### config.mk
export PLATFORM = sky130hd
export DESIGN_NAME = dapr_top
export DESIGN_NICKNAME = d
export VERILOG_FILES = /design/src/inc/dapr_pkg.sv /design/src/rtl/dapr_addr_mux.sv /design/src/rtl/dapr_parity.sv /design/src/rtl/dapr_top.sv
export SDC_FILE = /design/constraint.sdc
export NUM_CORES = 1
export LEC_CHECK = 0
export ABC_AREA = 1
export BUFFER_PORTS_ARGS = -buffer_cell sky130_fd_sc_hd__buf_2
export CELL_PAD_IN_SITES_DETAIL_PLACEMENT = 0
export CELL_PAD_IN_SITES_GLOBAL_PLACEMENT = 1
export CORE_ASPECT_RATIO = 1.25
export CORE_MARGIN = 2
export CORE_UTILIZATION = 30
export DETAILED_ROUTE_END_ITERATION = 8
export GPL_TIMING_DRIVEN = 0
export PLACE_DENSITY_LB_ADDON = 0.1
export SLEW_MARGIN = 25
export SYNTH_ARGS = -nofsm -noshare
export SYNTH_HDL_FRONTEND = slang
export SYNTH_SLANG_ARGS = --single-unit
### constraint.sdc
create_clock -name pclk -period 3.3 [get_ports pclk]
set_input_delay 0.66 -clock pclk [delete_from_list [all_inputs] [get_ports pclk]]
set_output_delay 0.66 -clock pclk [all_outputs]
set_load 0.05 [all_outputs]
### src/inc/dapr_pkg.sv
/*
  Shared constants, register layout and carrier types of the DRAM
  address mux, parity and refresh block.
  Assumes a single 200 MHz clock and a 32-bit APB register port.
*/
`default_nettype none
package dapr_pkg;
  // register indices; byte address is four times the index
  localparam logic [7:0] IDX_CFG21 = 8'h21;
  localparam logic [7:0] IDX_CFG22 = 8'h22;
  localparam logic [7:0] IDX_PORTB = 8'h61;
  localparam logic [7:0] IDX_MODE = 8'h30;
  localparam logic [7:0] IDX_STAT = 8'h31;
  localparam int BIT_PAR_EN = 5;
  localparam int BIT_SLOW = 0;
  localparam int BIT_PB_LO = 2;
  localparam int BIT_PB_HI = 3;
  localparam int BIT_HIDDEN = 0;
  localparam int BIT_STAT_PERR = 0;
  localparam int BIT_STAT_DPEND = 1;
  localparam int BIT_STAT_APEND = 2;
  localparam logic [7:0] RST_CFG = 8'h00;
  localparam logic PAR_ODD = 1'b1;
  // timing
  localparam int CLK_PERIOD_PS = 5000;
  localparam int RFSH_PERIOD_PS = 15900000;
  localparam int RFSH_CYC = RFSH_PERIOD_PS / CLK_PERIOD_PS;
  localparam int SLOW_DIV = 4;
  localparam int SLOW_CYC = RFSH_CYC * SLOW_DIV;
  localparam logic [3:0] T_RCD = 4'h2;
  localparam logic [3:0] T_CAS = 4'h2;
  localparam logic [3:0] T_RP = 4'h2;
  localparam logic [3:0] T_CSR = 4'h1;
  localparam logic [3:0] T_RAS = 4'h4;
  localparam logic [3:0] T_AT_RFSH = 4'h6;

  typedef enum logic [1:0] {
    DT_STD = 2'h0,
    DT_12X8 = 2'h1,
    DT_11X9 = 2'h2
  } dapr_dtype_t;
  typedef enum logic [2:0] {
    SZ_256K = 3'h0,
    SZ_512K = 3'h1,
    SZ_1M = 3'h2,
    SZ_2M = 3'h3,
    SZ_4M = 3'h4
  } dapr_dsize_t;
  typedef struct packed {
    logic hidden;
    logic slow;
    logic par_en;
    logic [1:0] portb_par;
    dapr_dtype_t dtype;
    dapr_dsize_t dsize;
  } dapr_cfg_t;

  function automatic logic dapr_bpar(input logic [7:0] b);
    return (^b) ^ PAR_ODD;
  endfunction
endpackage
`default_nettype wire

### src/rtl/dapr_addr_mux.sv
/*
  Row and column multiplexer from CPU address to the DRAM address bus.
  Assumes the caller registers the result before it reaches the pins.
*/
`default_nettype none
module dapr_addr_mux import dapr_pkg::*; (
  input wire logic [25:2] cpu_a,
  input wire logic col,
  input wire dapr_dtype_t dtype,
  input wire dapr_dsize_t dsize,
  output logic [11:0] mux_addr
);
  logic [25:0] a;
  logic big;
  assign a = {cpu_a, 2'h0};
  assign big = (dsize == SZ_1M) || (dsize == SZ_2M) || (dsize == SZ_4M);

  always_comb begin
    if (col) begin
      mux_addr = {5'h00, a[8:2]};
      if (dtype == DT_STD) begin
        mux_addr = {a[25], a[23], a[21], a[10:2]};
      end else if (dtype == DT_12X8) begin
        if (big) begin
          mux_addr[7] = a[9];
        end
      end else begin
        mux_addr[7] = a[9];
        mux_addr[8] = big ? a[10] : 1'b0;
        mux_addr[9] = (dsize == SZ_4M) ? a[21] : 1'b0;
      end
    end else begin
      mux_addr = {3'h0, a[12], a[11], a[19:13]};
      if (dtype == DT_STD) begin
        mux_addr = {a[24], a[22], a[20], a[12], a[11], a[19:13]};
      end else if (dtype == DT_12X8) begin
        case (dsize)
          SZ_256K: mux_addr[11:9] = {1'b0, a[9], a[10]};
          SZ_512K: mux_addr[11:9] = {a[9], a[10], a[20]};
          default: mux_addr[11:9] = {a[10], a[21], a[20]};
        endcase
      end else begin
        case (dsize)
          SZ_256K: mux_addr[11:9] = {2'h0, a[10]};
          SZ_512K: mux_addr[11:9] = {1'b0, a[10], a[20]};
          SZ_1M: mux_addr[11:9] = {1'b0, a[21], a[20]};
          SZ_2M: mux_addr[11:9] = {a[21], a[22], a[20]};
          default: mux_addr[11:9] = {a[23], a[22], a[20]};
        endcase
      end
    end
  end
endmodule
`default_nettype wire

### src/rtl/dapr_parity.sv
/*
  Per-byte parity generation for writes and checking for reads.
  Assumes 32-bit data with one parity bit per byte lane.
*/
`default_nettype none
module dapr_parity import dapr_pkg::*; (
  input wire logic [31:0] wdata,
  input wire logic [31:0] rdata,
  input wire logic [3:0] rpar,
  output logic [3:0] wpar,
  output logic mismatch
);
  logic [3:0] rgen;
  always_comb begin
    for (int i = 0; i < 4; i++) begin
      wpar[i] = dapr_bpar(wdata[8*i +: 8]);
      rgen[i] = dapr_bpar(rdata[8*i +: 8]);
    end
  end
  assign mismatch = |(rgen ^ rpar);
endmodule
`default_nettype wire

### src/rtl/dapr_top.sv
/*
  DRAM address multiplexing, byte parity and refresh scheduling,
  with an APB register port.
  Assumes CPU and DRAM data-path signals are on pclk; hold acknowledge,
  DMA request and ISA master refresh arrive asynchronously from pins.
*/
// Register access over APB and the register addresses were decided locally.
`default_nettype none
// Behaviour
// - standard DRAM column: bits 0-8 A2-A10, bits 9-11 A21,A23,A25
// - standard DRAM row: A13-A19, A11, A12, A20, A22, A24
// - asymmetric parts: low seven bits A2-A8 column, A13-A19 row
// - 12x8 parts: high row and column bits chosen per size
// - 11x9 column: A9 always, A10 from 1M, A21 only at 4M
// - 11x9 row bits 9-11 chosen per size
// - each written byte gets a parity bit stored with it
// - each read byte is checked; mismatch flags a parity error
// - parity error raises NMI only with config 21h bit 5 set
// - NMI also requires system port 61h bits 2 and 3
// - reset selects normal refresh: CPU held during combined refresh
// - hidden refresh never holds CPU; waits stall CPU on busy resource
// - hidden refresh runs AT and DRAM refresh independently
// - DRAM side and AT side each arbitrate their own requesters
// - AT refresh drives refresh strobe, memory read and row address
// - local DRAM refresh is always CAS-before-RAS
// - rate counter issues refresh request every 15.9 us
// - refresh requested by timer or by a 16-bit ISA master
// - config 22h bit 0 divides refresh rate by four
module dapr_top import dapr_pkg::*; #(
  parameter int SLOW_CYCLES = SLOW_CYC
) (
  input wire logic pclk,
  input wire logic presetn,
  input wire logic psel,
  input wire logic penable,
  input wire logic pwrite,
  input wire logic [11:0] paddr,
  input wire logic [31:0] pwdata,
  output logic [31:0] prdata,
  output logic pready,
  output logic pslverr,
  input wire logic cpu_dram_req,
  input wire logic cpu_dram_we,
  input wire logic [25:2] cpu_addr,
  input wire logic [31:0] cpu_wdata,
  output logic cpu_ready,
  output logic cpu_wait,
  input wire logic cpu_at_req,
  output logic cpu_at_gnt,
  input wire logic rd_valid,
  input wire logic [31:0] rd_data,
  input wire logic [3:0] rd_par,
  output logic [3:0] wr_par,
  output logic cpu_par_err,
  output logic nmi,
  output logic [11:0] mux_addr,
  output logic ras_n,
  output logic cas_n,
  output logic dram_we_n,
  output logic hold,
  input wire logic hlda,
  input wire logic dma_req,
  output logic dma_gnt,
  input wire logic isa_rfsh_n,
  output logic at_rfsh_n,
  output logic at_memr_n,
  output logic [7:0] at_addr
);
  typedef enum logic [5:0] {
    D_IDLE = 6'h01, D_RAS = 6'h02, D_CAS = 6'h04,
    D_PRE = 6'h08, D_CBR_CAS = 6'h10, D_CBR_RAS = 6'h20
  } dapr_dst_t;
  typedef enum logic [3:0] {
    A_IDLE = 4'h1, A_RFSH = 4'h2, A_DMA = 4'h4, A_CPU = 4'h8
  } dapr_ast_t;

  dapr_cfg_t cfg;
  logic perr;
  dapr_dst_t dst;
  dapr_ast_t ast;
  logic [3:0] dcnt, acnt;
  logic dram_pend, at_pend, dram_done, at_done;
  logic [15:0] rate_cnt;
  logic refresh_timer_output;
  logic hlda_m, hlda_s, dma_m, dma_s, isa_m, isa_s, isa_d;
  logic [11:0] row_mux, col_mux;
  logic [3:0] gen_par;
  logic rd_bad;
  logic [7:0] idx;
  logic acc, wr_go, mapped;

  //////////////////////////////////////////////////////////////////////
  // pin synchronisers
  always_ff @(posedge pclk or negedge presetn) begin
    if (!presetn) begin
      {hlda_m, hlda_s, dma_m, dma_s} <= 4'h0;
      {isa_m, isa_s, isa_d} <= 3'h7;
    end else begin
      hlda_m <= hlda;
      hlda_s <= hlda_m;
      dma_m <= dma_req;
      dma_s <= dma_m;
      isa_m <= isa_rfsh_n;
      isa_s <= isa_m;
      isa_d <= isa_s;
    end
  end

  //////////////////////////////////////////////////////////////////////
  // apb slave: one wait state, unmapped indices answer with an error
  assign idx = paddr[9:2];
  assign acc = psel && penable && !pready;
  assign wr_go = psel && penable && pready && pwrite;
  assign mapped = (paddr[11:10] == 2'h0) && (paddr[1:0] == 2'h0) &&
    (idx == IDX_CFG21 || idx == IDX_CFG22 || idx == IDX_PORTB ||
     idx == IDX_MODE || idx == IDX_STAT);

  always_ff @(posedge pclk or negedge presetn) begin
    if (!presetn) begin
      pready <= 1'b0;
      pslverr <= 1'b0;
      prdata <= 32'h0000_0000;
    end else begin
      pready <= acc;
      pslverr <= acc && !mapped;
      prdata <= 32'h0000_0000;
      if (acc && !pwrite) begin
        if (idx == IDX_CFG21) begin
          prdata[BIT_PAR_EN] <= cfg.par_en;
        end else if (idx == IDX_CFG22) begin
          prdata[BIT_SLOW] <= cfg.slow;
        end else if (idx == IDX_PORTB) begin
          prdata[BIT_PB_HI:BIT_PB_LO] <= cfg.portb_par;
        end else if (idx == IDX_MODE) begin
          prdata[5:0] <= {cfg.dsize, cfg.dtype, cfg.hidden};
        end else if (idx == IDX_STAT) begin
          prdata[BIT_STAT_PERR] <= perr;
          prdata[BIT_STAT_DPEND] <= dram_pend;
          prdata[BIT_STAT_APEND] <= at_pend;
          prdata[15:8] <= at_addr;
        end
      end
    end
  end

  always_ff @(posedge pclk or negedge presetn) begin
    if (!presetn) begin
      cfg <= '0;
    end else if (wr_go && mapped) begin
      if (idx == IDX_CFG21) begin
        cfg.par_en <= pwdata[BIT_PAR_EN];
      end else if (idx == IDX_CFG22) begin
        cfg.slow <= pwdata[BIT_SLOW];
      end else if (idx == IDX_PORTB) begin
        cfg.portb_par <= pwdata[BIT_PB_HI:BIT_PB_LO];
      end else if (idx == IDX_MODE) begin
        cfg.hidden <= pwdata[BIT_HIDDEN];
        cfg.dtype <= dapr_dtype_t'(pwdata[2:1]);
        cfg.dsize <= dapr_dsize_t'(pwdata[5:3]);
      end
    end
  end

  //////////////////////////////////////////////////////////////////////
  // parity
  dapr_parity u_par (
    .wdata(cpu_wdata),
    .rdata(rd_data),
    .rpar(rd_par),
    .wpar(gen_par),
    .mismatch(rd_bad)
  );

  always_ff @(posedge pclk or negedge presetn) begin
    if (!presetn) begin
      wr_par <= 4'h0;
      cpu_par_err <= 1'b0;
      perr <= 1'b0;
      nmi <= 1'b0;
    end else begin
      if (dst == D_IDLE && cpu_dram_req && cpu_dram_we) begin
        wr_par <= gen_par;
      end
      cpu_par_err <= rd_valid && rd_bad;
      // a new error wins over a write-one clear in the same cycle
      if (rd_valid && rd_bad) begin
        perr <= 1'b1;
      end else if (wr_go && mapped && idx == IDX_STAT &&
          pwdata[BIT_STAT_PERR]) begin
        perr <= 1'b0;
      end
      nmi <= perr && cfg.par_en && (&cfg.portb_par);
    end
  end

  //////////////////////////////////////////////////////////////////////
  // refresh rate counter
  always_ff @(posedge pclk or negedge presetn) begin
    if (!presetn) begin
      rate_cnt <= 16'h0000;
      refresh_timer_output <= 1'b0;
    end else begin
      refresh_timer_output <= (rate_cnt == 16'h0000);
      if (rate_cnt == 16'h0000) begin
        rate_cnt <= cfg.slow ? 16'(SLOW_CYCLES - 1)
                             : 16'(RFSH_CYC - 1);
      end else begin
        rate_cnt <= rate_cnt - 16'h0001;
      end
    end
  end

  // pending requests; a new request wins over a completion
  always_ff @(posedge pclk or negedge presetn) begin
    if (!presetn) begin
      dram_pend <= 1'b0;
      at_pend <= 1'b0;
    end else begin
      if (refresh_timer_output || (isa_d && !isa_s)) begin
        dram_pend <= 1'b1;
      end else if (dram_done) begin
        dram_pend <= 1'b0;
      end
      if (refresh_timer_output) begin
        at_pend <= 1'b1;
      end else if (at_done) begin
        at_pend <= 1'b0;
      end
    end
  end

  // normal mode holds the cpu for the combined refresh
  always_ff @(posedge pclk or negedge presetn) begin
    if (!presetn) begin
      hold <= 1'b0;
    end else begin
      hold <= !cfg.hidden && (dram_pend || at_pend);
    end
  end

  //////////////////////////////////////////////////////////////////////
  // dram side: cpu access against cbr refresh
  dapr_addr_mux u_row (
    .cpu_a(cpu_addr), .col(1'b0), .dtype(cfg.dtype),
    .dsize(cfg.dsize), .mux_addr(row_mux)
  );
  dapr_addr_mux u_col (
    .cpu_a(cpu_addr), .col(1'b1), .dtype(cfg.dtype),
    .dsize(cfg.dsize), .mux_addr(col_mux)
  );

  always_ff @(posedge pclk or negedge presetn) begin
    if (!presetn) begin
      dst <= D_IDLE;
      dcnt <= 4'h0;
      ras_n <= 1'b1;
      cas_n <= 1'b1;
      dram_we_n <= 1'b1;
      mux_addr <= 12'h000;
      cpu_ready <= 1'b0;
      dram_done <= 1'b0;
    end else begin
      cpu_ready <= 1'b0;
      dram_done <= 1'b0;
      dcnt <= dcnt - 4'h1;
      case (dst)
        D_IDLE: begin
          if (dram_pend && !dram_done &&
              (cfg.hidden || (hold && hlda_s))) begin
            dst <= D_CBR_CAS;
            cas_n <= 1'b0;
            dcnt <= T_CSR;
          end else if (cpu_dram_req && !hold) begin
            dst <= D_RAS;
            mux_addr <= row_mux;
            ras_n <= 1'b0;
            dcnt <= T_RCD;
          end
        end
        D_RAS: begin
          if (dcnt == 4'h1) begin
            dst <= D_CAS;
            mux_addr <= col_mux;
            cas_n <= 1'b0;
            dram_we_n <= !cpu_dram_we;
            dcnt <= T_CAS;
          end
        end
        D_CAS: begin
          if (dcnt == 4'h1) begin
            dst <= D_PRE;
            ras_n <= 1'b1;
            cas_n <= 1'b1;
            dram_we_n <= 1'b1;
            cpu_ready <= 1'b1;
            dcnt <= T_RP;
          end
        end
        D_CBR_CAS: begin
          if (dcnt == 4'h1) begin
            dst <= D_CBR_RAS;
            ras_n <= 1'b0;
            dcnt <= T_RAS;
          end
        end
        D_CBR_RAS: begin
          if (dcnt == 4'h1) begin
            dst <= D_PRE;
            ras_n <= 1'b1;
            cas_n <= 1'b1;
            dram_done <= 1'b1;
            dcnt <= T_RP;
          end
        end
        D_PRE: begin
          if (dcnt == 4'h1) begin
            dst <= D_IDLE;
          end
        end
        default: dst <= D_IDLE;
      endcase
    end
  end

  //////////////////////////////////////////////////////////////////////
  // at side: cpu, dma and at refresh, refresh first
  always_ff @(posedge pclk or negedge presetn) begin
    if (!presetn) begin
      ast <= A_IDLE;
      acnt <= 4'h0;
      at_rfsh_n <= 1'b1;
      at_memr_n <= 1'b1;
      at_addr <= 8'h00;
      at_done <= 1'b0;
      dma_gnt <= 1'b0;
      cpu_at_gnt <= 1'b0;
    end else begin
      at_done <= 1'b0;
      acnt <= acnt - 4'h1;
      case (ast)
        A_IDLE: begin
          if (at_pend && !at_done && (cfg.hidden || (hold && hlda_s))) begin
            ast <= A_RFSH;
            at_rfsh_n <= 1'b0;
            at_memr_n <= 1'b0;
            acnt <= T_AT_RFSH;
          end else if (dma_s) begin
            ast <= A_DMA;
            dma_gnt <= 1'b1;
          end else if (cpu_at_req && !hold) begin
            ast <= A_CPU;
            cpu_at_gnt <= 1'b1;
          end
        end
        A_RFSH: begin
          if (acnt == 4'h1) begin
            ast <= A_IDLE;
            at_rfsh_n <= 1'b1;
            at_memr_n <= 1'b1;
            at_addr <= at_addr + 8'h01;
            at_done <= 1'b1;
          end
        end
        A_DMA: begin
          if (!dma_s) begin
            ast <= A_IDLE;
            dma_gnt <= 1'b0;
          end
        end
        A_CPU: begin
          if (!cpu_at_req) begin
            ast <= A_IDLE;
            cpu_at_gnt <= 1'b0;
          end
        end
        default: ast <= A_IDLE;
      endcase
    end
  end

  // hidden mode stalls the cpu only on the resource being refreshed
  always_ff @(posedge pclk or negedge presetn) begin
    if (!presetn) begin
      cpu_wait <= 1'b0;
    end else begin
      cpu_wait <= (cpu_dram_req && (dst == D_CBR_CAS ||
                   dst == D_CBR_RAS)) ||
                  (cpu_at_req && ast == A_RFSH);
    end
  end

  //////////////////////////////////////////////////////////////////////
  // checks
  a_cbr_order: assert property (@(posedge pclk) disable iff (!presetn)
    $fell(ras_n) && dst == D_CBR_RAS |-> $past(!cas_n, 1))
    else $error("refresh ras fell without cas low");
  a_nmi_enable: assert property (@(posedge pclk) disable iff (!presetn)
    $rose(nmi) |-> $past(cfg.par_en && perr, 1))
    else $error("nmi rose without parity enable");
  a_nmi_portb: assert property (@(posedge pclk) disable iff (!presetn)
    nmi |-> $past(cfg.portb_par, 1) == 2'h3)
    else $error("nmi without port enables");
  a_normal_hold: assert property (@(posedge pclk) disable iff (!presetn)
    $fell(at_rfsh_n) && !cfg.hidden |-> hold && hlda_s)
    else $error("normal refresh started without hold");
  a_hidden_free: assert property (@(posedge pclk) disable iff (!presetn)
    cfg.hidden && $past(cfg.hidden, 1) |-> !hold)
    else $error("hidden mode held the cpu");
  a_at_rfsh_cmd: assert property (@(posedge pclk) disable iff (!presetn)
    $fell(at_rfsh_n) |-> !at_memr_n ##6 at_rfsh_n && at_memr_n)
    else $error("at refresh command shape wrong");
  a_pend_kept: assert property (@(posedge pclk) disable iff (!presetn)
    dram_pend && !dram_done |=> dram_pend)
    else $error("refresh request lost");
  a_par_flag: assert property (@(posedge pclk) disable iff (!presetn)
    rd_valid && rd_bad |=> cpu_par_err ##1 perr)
    else $error("parity mismatch not flagged");
  a_timer_gap: assert property (@(posedge pclk) disable iff (!presetn)
    refresh_timer_output && !cfg.slow |=>
      !refresh_timer_output [*8])
    else $error("refresh ticks too close");
endmodule
`default_nettype wire
* Word-level counts from Yosys, hierarchy flattened
Index checks and enable logic that the tools add are counted.
** Storage, ports and cells
- Register bits :: 108
- Latch bits :: 0
- Bits in writable memories :: 0
- ROM bits :: 0
- Bits of input ports :: 148
- Output and inout bits :: 70
- Word-level logic and storage cells :: 272
- Memories kept :: 0
** Operators by class
- Add/subtract/negate cells :: 4
- Multipliers :: 0
- Div/mod/pow operators :: 0
- $lt $le $gt $ge :: 0
- Eq/ne operators :: 40
- Shifts and indexed selects :: 0
- Multiplexer cells :: 87
- Bitwise gates (word level) :: 12
- Reductions and logical operators :: 88
** Operators by type and width (number)
- XOR reduction 8 bit :: 8
- two-way mux 4 bit :: 12
- two-way mux 8 bit :: 6
- two-way mux 6 bit :: 7
- two-way mux 12 bit :: 3
- == test 8 x 6 -> 1 bit (second input constant) :: 4
- two-way mux 1 bit :: 32
- case mux 6 bit (5 select lines) :: 1
- logical AND 1 bit :: 27
- inequality test 2 bit (second input constant) :: 13
- case mux 12 bit (2 select lines) :: 1
- AND reduction 4 bit :: 5
- AND reduction 5 bit :: 4
- two-way mux 3 bit :: 6
- zero test 16 bit :: 1
- two-way mux 16 bit :: 1
- case mux 4 bit (4 select lines) :: 1
- nonzero test 2 bit :: 8
- subtractor 16 x 1 -> 16 bit (second input constant) :: 1
- two-way mux 14 bit :: 1
- == test 4 x 1 -> 1 bit (second input constant) :: 3
- case mux 3 bit (4 select lines) :: 1
- case mux 4 bit (3 select lines) :: 1
- logical OR 1 bit :: 11
- other kinds (35) :: 73

* Longest topological paths before layout
Gate-level depths: netlist of the first run.
- Depth in word-level cells :: 11
- Gate-level depth with buffers :: 14
- Mapped depth without buffers :: 14

* By module
Synthesis of the first run repeated with hierarchy kept, for this count alone.
** Second synthesis, totals
- Cell total of the unflattened synthesis :: 920
- Area, all modules :: 6766.5 sq um
** By module, submodules not included
- dapr_top :: instances 1, cells an instance 621, area an instance 5313.8 sq um, sequential area each 2713.9 sq um
- dapr_parity :: instances 1, cells an instance 135, area an instance 744.5 sq um, sequential area each 0.0 sq um
- dapr_addr_mux :: instances 2, cells an instance 82, area an instance 354.1 sq um, sequential area each 0.0 sq um

* Worst setup path before layout of the first run
OpenSTA, ideal clock, no wires.
- Path kind :: input -> register
- Start :: in paddr[4]
- End :: reg cfg[4] (netlist name)
- Setup time :: 0.126 ns
- Arrival time :: 1.594 ns
- Data required time :: 3.174 ns
- Slack :: 1.580 ns
- Cell stages on the path :: 9
- Buffers on the path :: 1
- Cell sequence :: inv_1 nand2_1 nor2_1 nand3_1 nand4_2 nand4_1 buf_2 nand2_1 o21ai_0
** Between the ends
- Longest elaborated chain between the ends :: 8
- Elaborated cells between the ends (all ways) :: 15
- Classes of those cells :: eq/ne (5); bitwise (3); reduce/logical (7)
** RTL lines
- from (decl) :: line dapr_top.sv:37 : input wire logic [11:0] paddr,
- == test 8 x 6 -> 1 bit (on tied branches) :: line dapr_top.sv:115, dapr_top.sv:150, dapr_top.sv:152
- logical OR 1 bit (3 in series) :: line dapr_top.sv:115 : (idx == IDX_CFG21 || idx == IDX_CFG22 || idx == IDX_PORTB ||
- logical OR 1 bit :: line dapr_top.sv:116 : idx == IDX_MODE || idx == IDX_STAT);
- logical AND 1 bit :: line dapr_top.sv:114 : assign mapped = (paddr[11:10] == 2'h0) && (paddr[1:0] == 2'h0) &&
- logical AND 1 bit :: line dapr_top.sv:149 : end else if (wr_go && mapped) begin
- AND reduction 5 bit (no source line) (*)
Every way passes the cells marked *; elsewhere a longest branch is shown, timed or not.
A chain may end at the register's enable or synchronous reset.

* Worst setup path after layout of the first run
- Start :: reg dst[0]
- End :: reg dst[3]
** Between the ends
- Longest elaborated chain between the ends :: 4
- Elaborated cells between the ends (all ways) :: 14
- Classes of those cells :: eq/ne (11); mux (1); reduce/logical (2)
** RTL lines
- from (decl) :: line dapr_top.sv:79 : dapr_dst_t dst;
- from (signal assigned) :: line dapr_top.sv:254 : dst <= D_IDLE;
- from (signal assigned) :: line dapr_top.sv:270 : dst <= D_CBR_CAS;
- from (signal assigned) :: line dapr_top.sv:274 : dst <= D_RAS;
- == test 6 bit or == test 6 x 3 -> 1 bit (tied branches) :: line dapr_top.sv:266 : case (dst)
- OR reduction 2 bit (no source line)
- inequality test 2 x 1 -> 1 bit (no source line)
- AND reduction 5 bit (no source line)
Parallel ways exist; a longest one is shown, timed or not.

==> impl_summary.md, run 1 <==
Place
The placer congestion estimate is ~0.79. Detailed placement finished with a half-perimeter wire length of between 10 and 15 mm. Counting tap cells, the placed design contains a total of between 1000 and 1500 instances. During placement, the flow inserted port buffers numbering 173.

Floorplanning
The row count is 57. The die width is 130 µm. The floorplan step set the die height to ~160 µm.

The total area inside the core boundary comes to about 19000 µm². The floorplan step defined a die boundary enclosing 21000 µm². The number of top-level design ports is 218. The initial utilization of the core area, before any placement, comes to 30.6%.

Synthesis
The fraction of registers with async set or reset after synthesis is 100%. By count the netlist is led by 193 x sky130_fd_sc_hd__nand2_1, 102 x sky130_fd_sc_hd__inv_1, 99 x sky130_fd_sc_hd__dfrtp_1, 82 x sky130_fd_sc_hd__nor2_1, 43 x sky130_fd_sc_hd__nand3_1. The adder-cell share of the synthesized area is under 10%. Summing every instance area after synthesis gives slightly below 6000 µm².

Summing the areas of all and, or, nand and nor instances in the mapped netlist gives between 20% and 30% of the synthesized area. By instance count, the leading cell after synthesis is sky130_fd_sc_hd__nand2_1. Summing the areas of all compound-gate instances in the mapped netlist gives 7.90% of the synthesized area.

sky130_fd_sc_hd__dfrtp_1 takes more of the synthesized area than any other cell. The share of the synthesized netlist area taken by xor and xnor gates is between 8 and 9%. The top cell type by area accounts for between 40% and 50% of the synthesized area. The most instantiated flip-flop cell in the synthesis netlist is sky130_fd_sc_hd__dfrtp_1. After synthesis, the largest family of logic cells by area is simple AND/OR/NAND/NOR gates. Yosys mapped the design onto 42 distinct sky130hd cell types.

During synthesis, Yosys emitted a total of 0 warnings. After synthesis, the mean cell area works out to between 7 and 8 µm². The multiplexer share of the synthesized area is 0%.

The gate count after technology mapping is 748. The number of enable flip-flop cells after synthesis is 0. The flip-flop and latch count after synthesis is between 100 and 150. The sequential element share of the synthesized area is about 46%. By area the synthesized netlist is led by sky130_fd_sc_hd__dfrtp_1 42%, sky130_fd_sc_hd__nand2_1 12%, sky130_fd_sc_hd__inv_1 6.4%, sky130_fd_sc_hd__nor2_1 5.2%, sky130_fd_sc_hd__xnor2_1 4.6%.

Timing
The pin slew with the least headroom to its limit is ~570 ps. The total count of max-transition violations in the final report came to 0. The headroom to the max-slew limit is between 60% and 70%.

Between clock sinks in the finished design, the worst skew comes to 7.47 ps. The final-report hold violation count is 0. The worst path uses between 50% and 60% of the clock period. Setup repair after global routing left no endpoint under its margin.

Static timing analysis puts the maximum clock frequency at 520 MHz. In the final timing run, aggregate negative setup slack is 0 ps. The number of failing setup endpoints in the final timing report is 0. The minimum clock period after layout is a little under 2000 ps.

Clock network
The number of buffers between clock root and the deepest sink is 2. After clock tree synthesis, the flow added hold-fix buffers numbering 0. The number of gates resized after CTS is 0. Clock-pin slew was measured on the worst setup and hold paths at 80 ps.

Post-CTS timing repair inserted 0 buffers for setup. Clock tree synthesis inserted a total of 9 buffers. CTS built an H-tree with a depth of 3.

The library cell used as clock root buffer is sky130_fd_sc_hd__clkbuf_16. Clock latency on the worst-skew pair, taken at its later pin, is approximately 350 ps. The CTS tree is built. The CTS sink count is ~110.

Global routing
The first global-routing pass estimated ~25 mm of wire. The largest net degree at the start of global routing is around 60. The initial antenna violation count is 0. The sum of overflow across all layers after global routing is 0. The via count of the first global-routing pass is about 5100. Global routing used between 10 and 15% of the available tracks across all layers.

Worst setup path
For this run, the slowest stage of the critical path takes about 570 ps. The start-to-end type of the worst setup path is register to register. The element type at the critical path start is a register. Traced cell by cell, the critical path runs through inv_1 -> nand2_1 -> nor2_1 -> nand3_1 -> inv_1 -> o21ai_1 -> nand2_1 -> nor2_2 -> nand2_1 -> nand2_1. On the critical path the largest part of the delay comes from simple AND/OR/NAND/NOR gates. On the critical path, the stage with the largest delay is an instance of sky130_fd_sc_hd__dfstp_2. The required time of the critical path is 3600 ps. The cell occurring most often along the worst timing path is sky130_fd_sc_hd__nand2_1. Counting both buffers and inverters, the worst setup path holds a total of 2.

In this run the worst path has a maximum fanout of 8. At the worst endpoint, the arrival time is 2220 ps. STA classifies the critical path endpoint as a register.

Drt
Once detail routing completed, the nets flagged for antenna violations numbered 0. The average vias per placed instance is roughly 4.3. The routed design has between 15 and 20 mm of wire.

The post-detailed-route DRC marker count is 0. The via total after detailed routing is around 5200. The detailed router's first-iteration violation count is ~270.

The first detailed-routing pass ran for 4 iterations. The average wire per cell in the routed design is about 12 µm.

Status
The flow ran to the end, and the final reports show no timing, DRC or antenna violations.

Pwr
The standby leakage power is approximately 4 nW. Per report_power, the sequential group accounts for 35.2% of the total. Net switching is 44.0% of the power. Cell internal power was estimated by the tool at 0.00278 W. The areal power density over the cells is 659 nW/µm². The worst vdd rail ir drop is about 0.00026 V. Combinational cells account for about 43% of the total power.

The net switching power is 0.00218 W. The clock network accounts for 21.6% of the total power.

Layout
The filler-free cell count of the finished design is between 1000 and 1500. The number of filler cells placed in the layout is 2145. The number of antenna cells inserted is 0. The layout overhead on the synthesized area is 26.6%. Once layout is complete, the utilization of the core stands at approximately two fifths. The share of post-route cells with drive strength above 1 is around a quarter. The number of nets in the finished design is 1105.

Run
The tool flagged a number of max-cap violations equal to 0.

Worst hold path
The kind of path behind the tightest hold check is input pin to asynchronous set/reset pin.
[flip-flops by register name (all words and copies together), names as in the netlist, 4 cells and up]
| name | cells |
|---|---|
| cfg | 10 |
| wr_par | 4 |
| at_addr | 8 |
| prdata | 14 |
| dcnt | 4 |
| mux_addr | 12 |
| ast | 4 |
| dst | 6 |
| acnt | 4 |
| rate_cnt | 16 |
[through the flow]
step                      area [µm²]  hold slack, ps  total power, W  worst slack, ps
after global placement          7200             342         0.00394              189
after global routing            7520             273         0.00533             1160
after floorplan                 6000             331         0.00337             1580
final                           7520             245         0.00496             1380
after CTS                       7520             252         0.00504             1350
after detailed placement        7240             341         0.00394             1060
[metal layers]
| metal | part of all wire [%] | GRT usage, % |
|---|---|---|
| met3 | 3.9 | 3.01 |
| met1 | 44 | 18.3 |
| met2 | 51 | 26.1 |
| met4 | 1.0 | 4.11 |
| met5 | 0 | 0 |
[worst register-to-register path, delay by kind of cell, from the launching register on]
| kind | cells | cell delay, ps |
|---|---|---|
| flops | 1 | 570 |
| simple gates | 7 | 940 |
| buf+inv | 2 | 170 |
| compound gates | 1 | 190 |
[logic make-up after synthesis]
logic type | after synthesis
AO/OA/AOI/OAI | 82
XOR/XNOR | 60
adder cells (fa/ha/maj) | 7
buffers and inverters | 129
flip-flops | 108
other | 1
AND/OR/NAND/NOR | 361
[area by class of cell]
type	count	area, µm²	share of cell area, %
Buffer	26	179	2.38
Clock buffer	9	225	2.99
Clock inverter	7	60.1	0.799
Inverter	103	387	5.14
Multi-Input combinational cell	528	2730	36.2
Sequential cell	108	2710	36.1
Tap cell	265	332	4.41
Timing Repair Buffer	174	900	12.0
[cell usage in the layout (no fill, tap or decap), types with 2 or more instances in the layout]
cell                        netlist  final
sky130_fd_sc_hd__o21ai_1          3      3
sky130_fd_sc_hd__nand4_1         13     13
sky130_fd_sc_hd__a21boi_0         2      2
sky130_fd_sc_hd__nor2_1          82     82
sky130_fd_sc_hd__dfrtp_1         99     99
sky130_fd_sc_hd__inv_1          102    102
sky130_fd_sc_hd__buf_4           19     19
sky130_fd_sc_hd__a21oi_1         20     20
sky130_fd_sc_hd__nor2_4           3      3
sky130_fd_sc_hd__nor2_2           2      2
sky130_fd_sc_hd__conb_1           1     18
sky130_fd_sc_hd__nand3b_1         3      3
sky130_fd_sc_hd__inv_6            0      3
sky130_fd_sc_hd__nand3_1         43     43
sky130_fd_sc_hd__buf_6            1      2
sky130_fd_sc_hd__o221ai_1         2      2
sky130_fd_sc_hd__ha_1             7      7
sky130_fd_sc_hd__xnor2_1         31     31
sky130_fd_sc_hd__clkbuf_1         4      4
sky130_fd_sc_hd__xor2_1          29     29
sky130_fd_sc_hd__clkinv_4         0      3
sky130_fd_sc_hd__a31oi_1         15     15
sky130_fd_sc_hd__nor3_1          11     11
sky130_fd_sc_hd__nand2_1        193    193
sky130_fd_sc_hd__o21a_1           2      2
sky130_fd_sc_hd__nor4_1           3      3
sky130_fd_sc_hd__a22oi_1          2      2
sky130_fd_sc_hd__o21ai_0         31     31
sky130_fd_sc_hd__dfstp_2          9      9
sky130_fd_sc_hd__buf_2            2    174
sky130_fd_sc_hd__clkbuf_16        0      9
[final timing paths]
kind                                         start                       to  slack [ps]  depth (start not counted)
worst max-delay path            dst[0]$_DFFE_PN1P_       dst[3]$_DFFE_PN0P_        1380                         10
worst min-delay path                       presetn  mux_addr[1]$_DFFE_PN0P_         250                          1
worst max register to register  dst[0]$_DFFE_PN1P_       dst[3]$_DFFE_PN0P_        1380                         10
worst min register to register     dma_m$_DFF_PN0_          dma_s$_DFF_PN0_         360                          0
max in group asynchronous                  presetn          isa_s$_DFF_PN1_        2350                          2
min in group pclk                  dma_m$_DFF_PN0_          dma_s$_DFF_PN0_         360                          0
[power by group through the flow]
stage	combinational, W	clock (W)	sequential [W]
finish	0.00214	0.00107	0.00175
CTS	0.00217	0.00111	0.00175
global route	0.00238	0.00116	0.00179
global placement	0.00217	0	0.00177
floorplan	0.00115	0	0.00222
detailed placement	0.00217	0	0.00177
Note: power is estimated with default switching activity, not from simulation.
==> run 2, diff against run 1 <==
==> constraint.sdc (replaced) <==
create_clock -name pclk -period 1.6 [get_ports pclk]
set_input_delay 0.32 -clock pclk [delete_from_list [all_inputs] [get_ports pclk]]
set_output_delay 0.32 -clock pclk [all_outputs]
set_load 0.05 [all_outputs]
==> impl_summary.md, run 2 (synthesis results as in run 1) <==
Status
The run finished, with violations left. The checks that failed: negative setup slack.

Timing
The final-report hold violation count came to 0. The routed design could run at a clock period as short as around 1700 ps. The final-layout setup total negative slack is -713 ps.

Of the available clock period, the critical path in the final layout requires 104%. Across the routed clock network, the largest skew measured is 8.83 ps. The total count of max-transition violations in the final report is 0.

Setup violations remaining at the end of the flow were counted as 18. Setup repair after global routing could not meet its margin everywhere. Once routing completed, OpenROAD measured the worst setup slack at -61.8 ps. The highest clock rate is between 600 and 700 MHz.

Drt
Using the TritonRoute via totals, the vias-per-cell ratio works out to around 4.3. The detailed-route wire length is 15.8 mm. Signal routing reaches up to met4. The detailed-routing iteration count for the pre-antenna-repair pass is 4.

In the detailed route, the total length drawn on met2 is between 8 and 9 mm. In this run, the number of DRC markers left after iteration 0 of detailed routing was 217. In the routed design, unresolved DRC markers number 0. Dividing the detail-routed wire length by the instance count gives around 13 µm.

The routed length on met3 is 576 µm. The routed length on met1 is 6.58 mm. The via total after detailed routing is ~5400.

The final antenna-violating net count is 0.

Run
The tool flagged a number of max-cap violations equal to 0.

Layout
The top cell types in the final layout, fill and taps aside, are 172 x sky130_fd_sc_hd__nand2_1, 172 x sky130_fd_sc_hd__buf_2, 97 x sky130_fd_sc_hd__dfrtp_1. For this run, the number of standard cells in the final layout without fillers is between 1000 and 1500. Ranked by flip-flop count, first place goes to rate_cnt. The number of nets in the finished design is ~1100. The flip-flop count of the largest register, all copies and words added is 16. The largest registers in the layout are rate_cnt (16), prdata (14), mux_addr (12). The share of post-route cells with drive strength above 1 is a little over a third.

Relative to the synthesized area, the layout overhead comes to 39.2%.

Floorplanning
For this configuration, the core starts out at a cell density of 30.6%. The die width is ~130 µm. The standard cell core area is 19400 µm². In this run the core area contains between 50 and 60 standard-cell rows. The floorplan step set the die height to around 160 µm. The number of top-level design ports is 218. The die footprint is around 21000 µm².

Place
The congestion estimate from routability-driven global placement came to roughly 0.79. The cell count after placement is roughly 1200. Port buffering added ~170 buffers. The HPWL after detailed placement is between 10 and 15 mm.

OpenSTA, run right after detailed placement, puts the worst setup slack at -325 ps.

Worst setup path
Walking the worst path, the cells encountered are buf_6 -> nand4_4 -> buf_12 -> nor2_4 -> nor3_4 -> buf_6 -> buf_6 -> nor2_1 -> a31oi_1. The critical path is of the register to register type. The element type at the critical path start is a register. The critical-path cell with the highest stage delay is sky130_fd_sc_hd__dfstp_2. STA puts the critical path data required time at roughly 1800 ps. The maximum cell stage delay along the critical path is 570 ps.

The cell occurring most often along the worst timing path is sky130_fd_sc_hd__buf_6. The worst endpoint data arrival time is around 1900 ps. The largest fanout of any net on the critical path is 5. STA classifies the critical path endpoint as a register.

Clock network
The CTS H-tree depth is 3. The latest clock arrival within the worst-skew pair is approximately 360 ps. The CTS tree is built. The cell sitting at the root of the clock tree is a sky130_fd_sc_hd__clkbuf_16. The clock passes through at most 2 buffers.

After clock tree synthesis, the clock-pin slew on the worst setup and hold paths is 80 ps. The number of clock buffers inserted by TritonCTS is 9. The CTS sink count is between 100 and 150.

Pwr
The areal power density over the cells is 1450 nW/µm². The standby leakage power is approximately 4.3 nW. The power consumption is between 0.01 and 0.015 W. The worst vdd rail ir drop is about 0.00069 V.

Worst hold path
The kind of path behind the tightest hold check is input pin to register.

Global routing
For this run the aggregate overflow at the end of global routing stands at 0. The via count of the first global-routing pass is ~5400. Entering global routing, the biggest net connects 65 pins.

The global-route wire length before repair is roughly 26 mm. Global routing consumed, over all layers together, between 15 and 20% of the routing resources. The initial antenna violation count came to 1.
run 2: power breakdown:
part / switching [W] / leakage (nW) / internal, W
logic: 0.00365 / 2.78 / 0.00223
clock network: 0.00104 / 0.159 / 0.00142
registers: 0.000392 / 1.33 / 0.00329
run 2: layout make-up:
class	count	area, µm²
fillers	2044	11100
repair buffers	215	1240
clock inverters	6	86.3
diodes	1	2.50
plain buffers	24	175
flip-flops and latches	108	2720
well taps	265	332
clock buffers	10	239
multi-input cells	528	3080
inverters	103	392
run 2: path summary, 6_finish.rpt:
kind	start	end	slack (ps)	cells past startpoint
min in group asynchronous	presetn	mux_addr[3]$_DFFE_PN0P_	460	2
max	dst[0]$_DFFE_PN1P_	mux_addr[1]$_DFFE_PN0P_	-60	9
max in group asynchronous	presetn	isa_m$_DFF_PN1_	430	3
min	isa_rfsh_n	isa_m$_DFF_PN1_	60	1
max reg2reg	dst[0]$_DFFE_PN1P_	mux_addr[1]$_DFFE_PN0P_	-60	9
min reg2reg	dma_m$_DFF_PN0_	dma_s$_DFF_PN0_	350	0
run 2: per-layer routing:
layer	up-vias	track usage, %
met5	-	0
met4	0	5.03
met3	16	3.11
met2	97	27.2
met1	2504	18.5
li1	2828	-
run 2: worst max-delay path, delay by kind of cell (launching register included):
family,cells,cell delay [ps]
AND/OR/NAND/NOR,4,420
buffers and inverters,4,520
flip-flops,1,570
AO/OA/AOI/OAI,1,40
run 2: through the flow:
step | hold slack, ps | util [%] | area (µm²)
after floorplan | 24.4 | - | 6010
after global placement | 345 | 37.1 | 7200
after detailed placement | 288 | 37.3 | 7240
after CTS | 42.1 | 40.8 | 7910
after global routing | 40.1 | 42.6 | 8270
final | 56.6 | 42.6 | 8270
run 2: timing repair:
action	4_1_cts	5_1_grt
setup endpoints to repair	38	45
buffers inserted	24	15
hold buffers	1	0
pin swaps	19	26
gates cloned	1	0
hold endpoints to repair	39	0
resized for setup	52	69
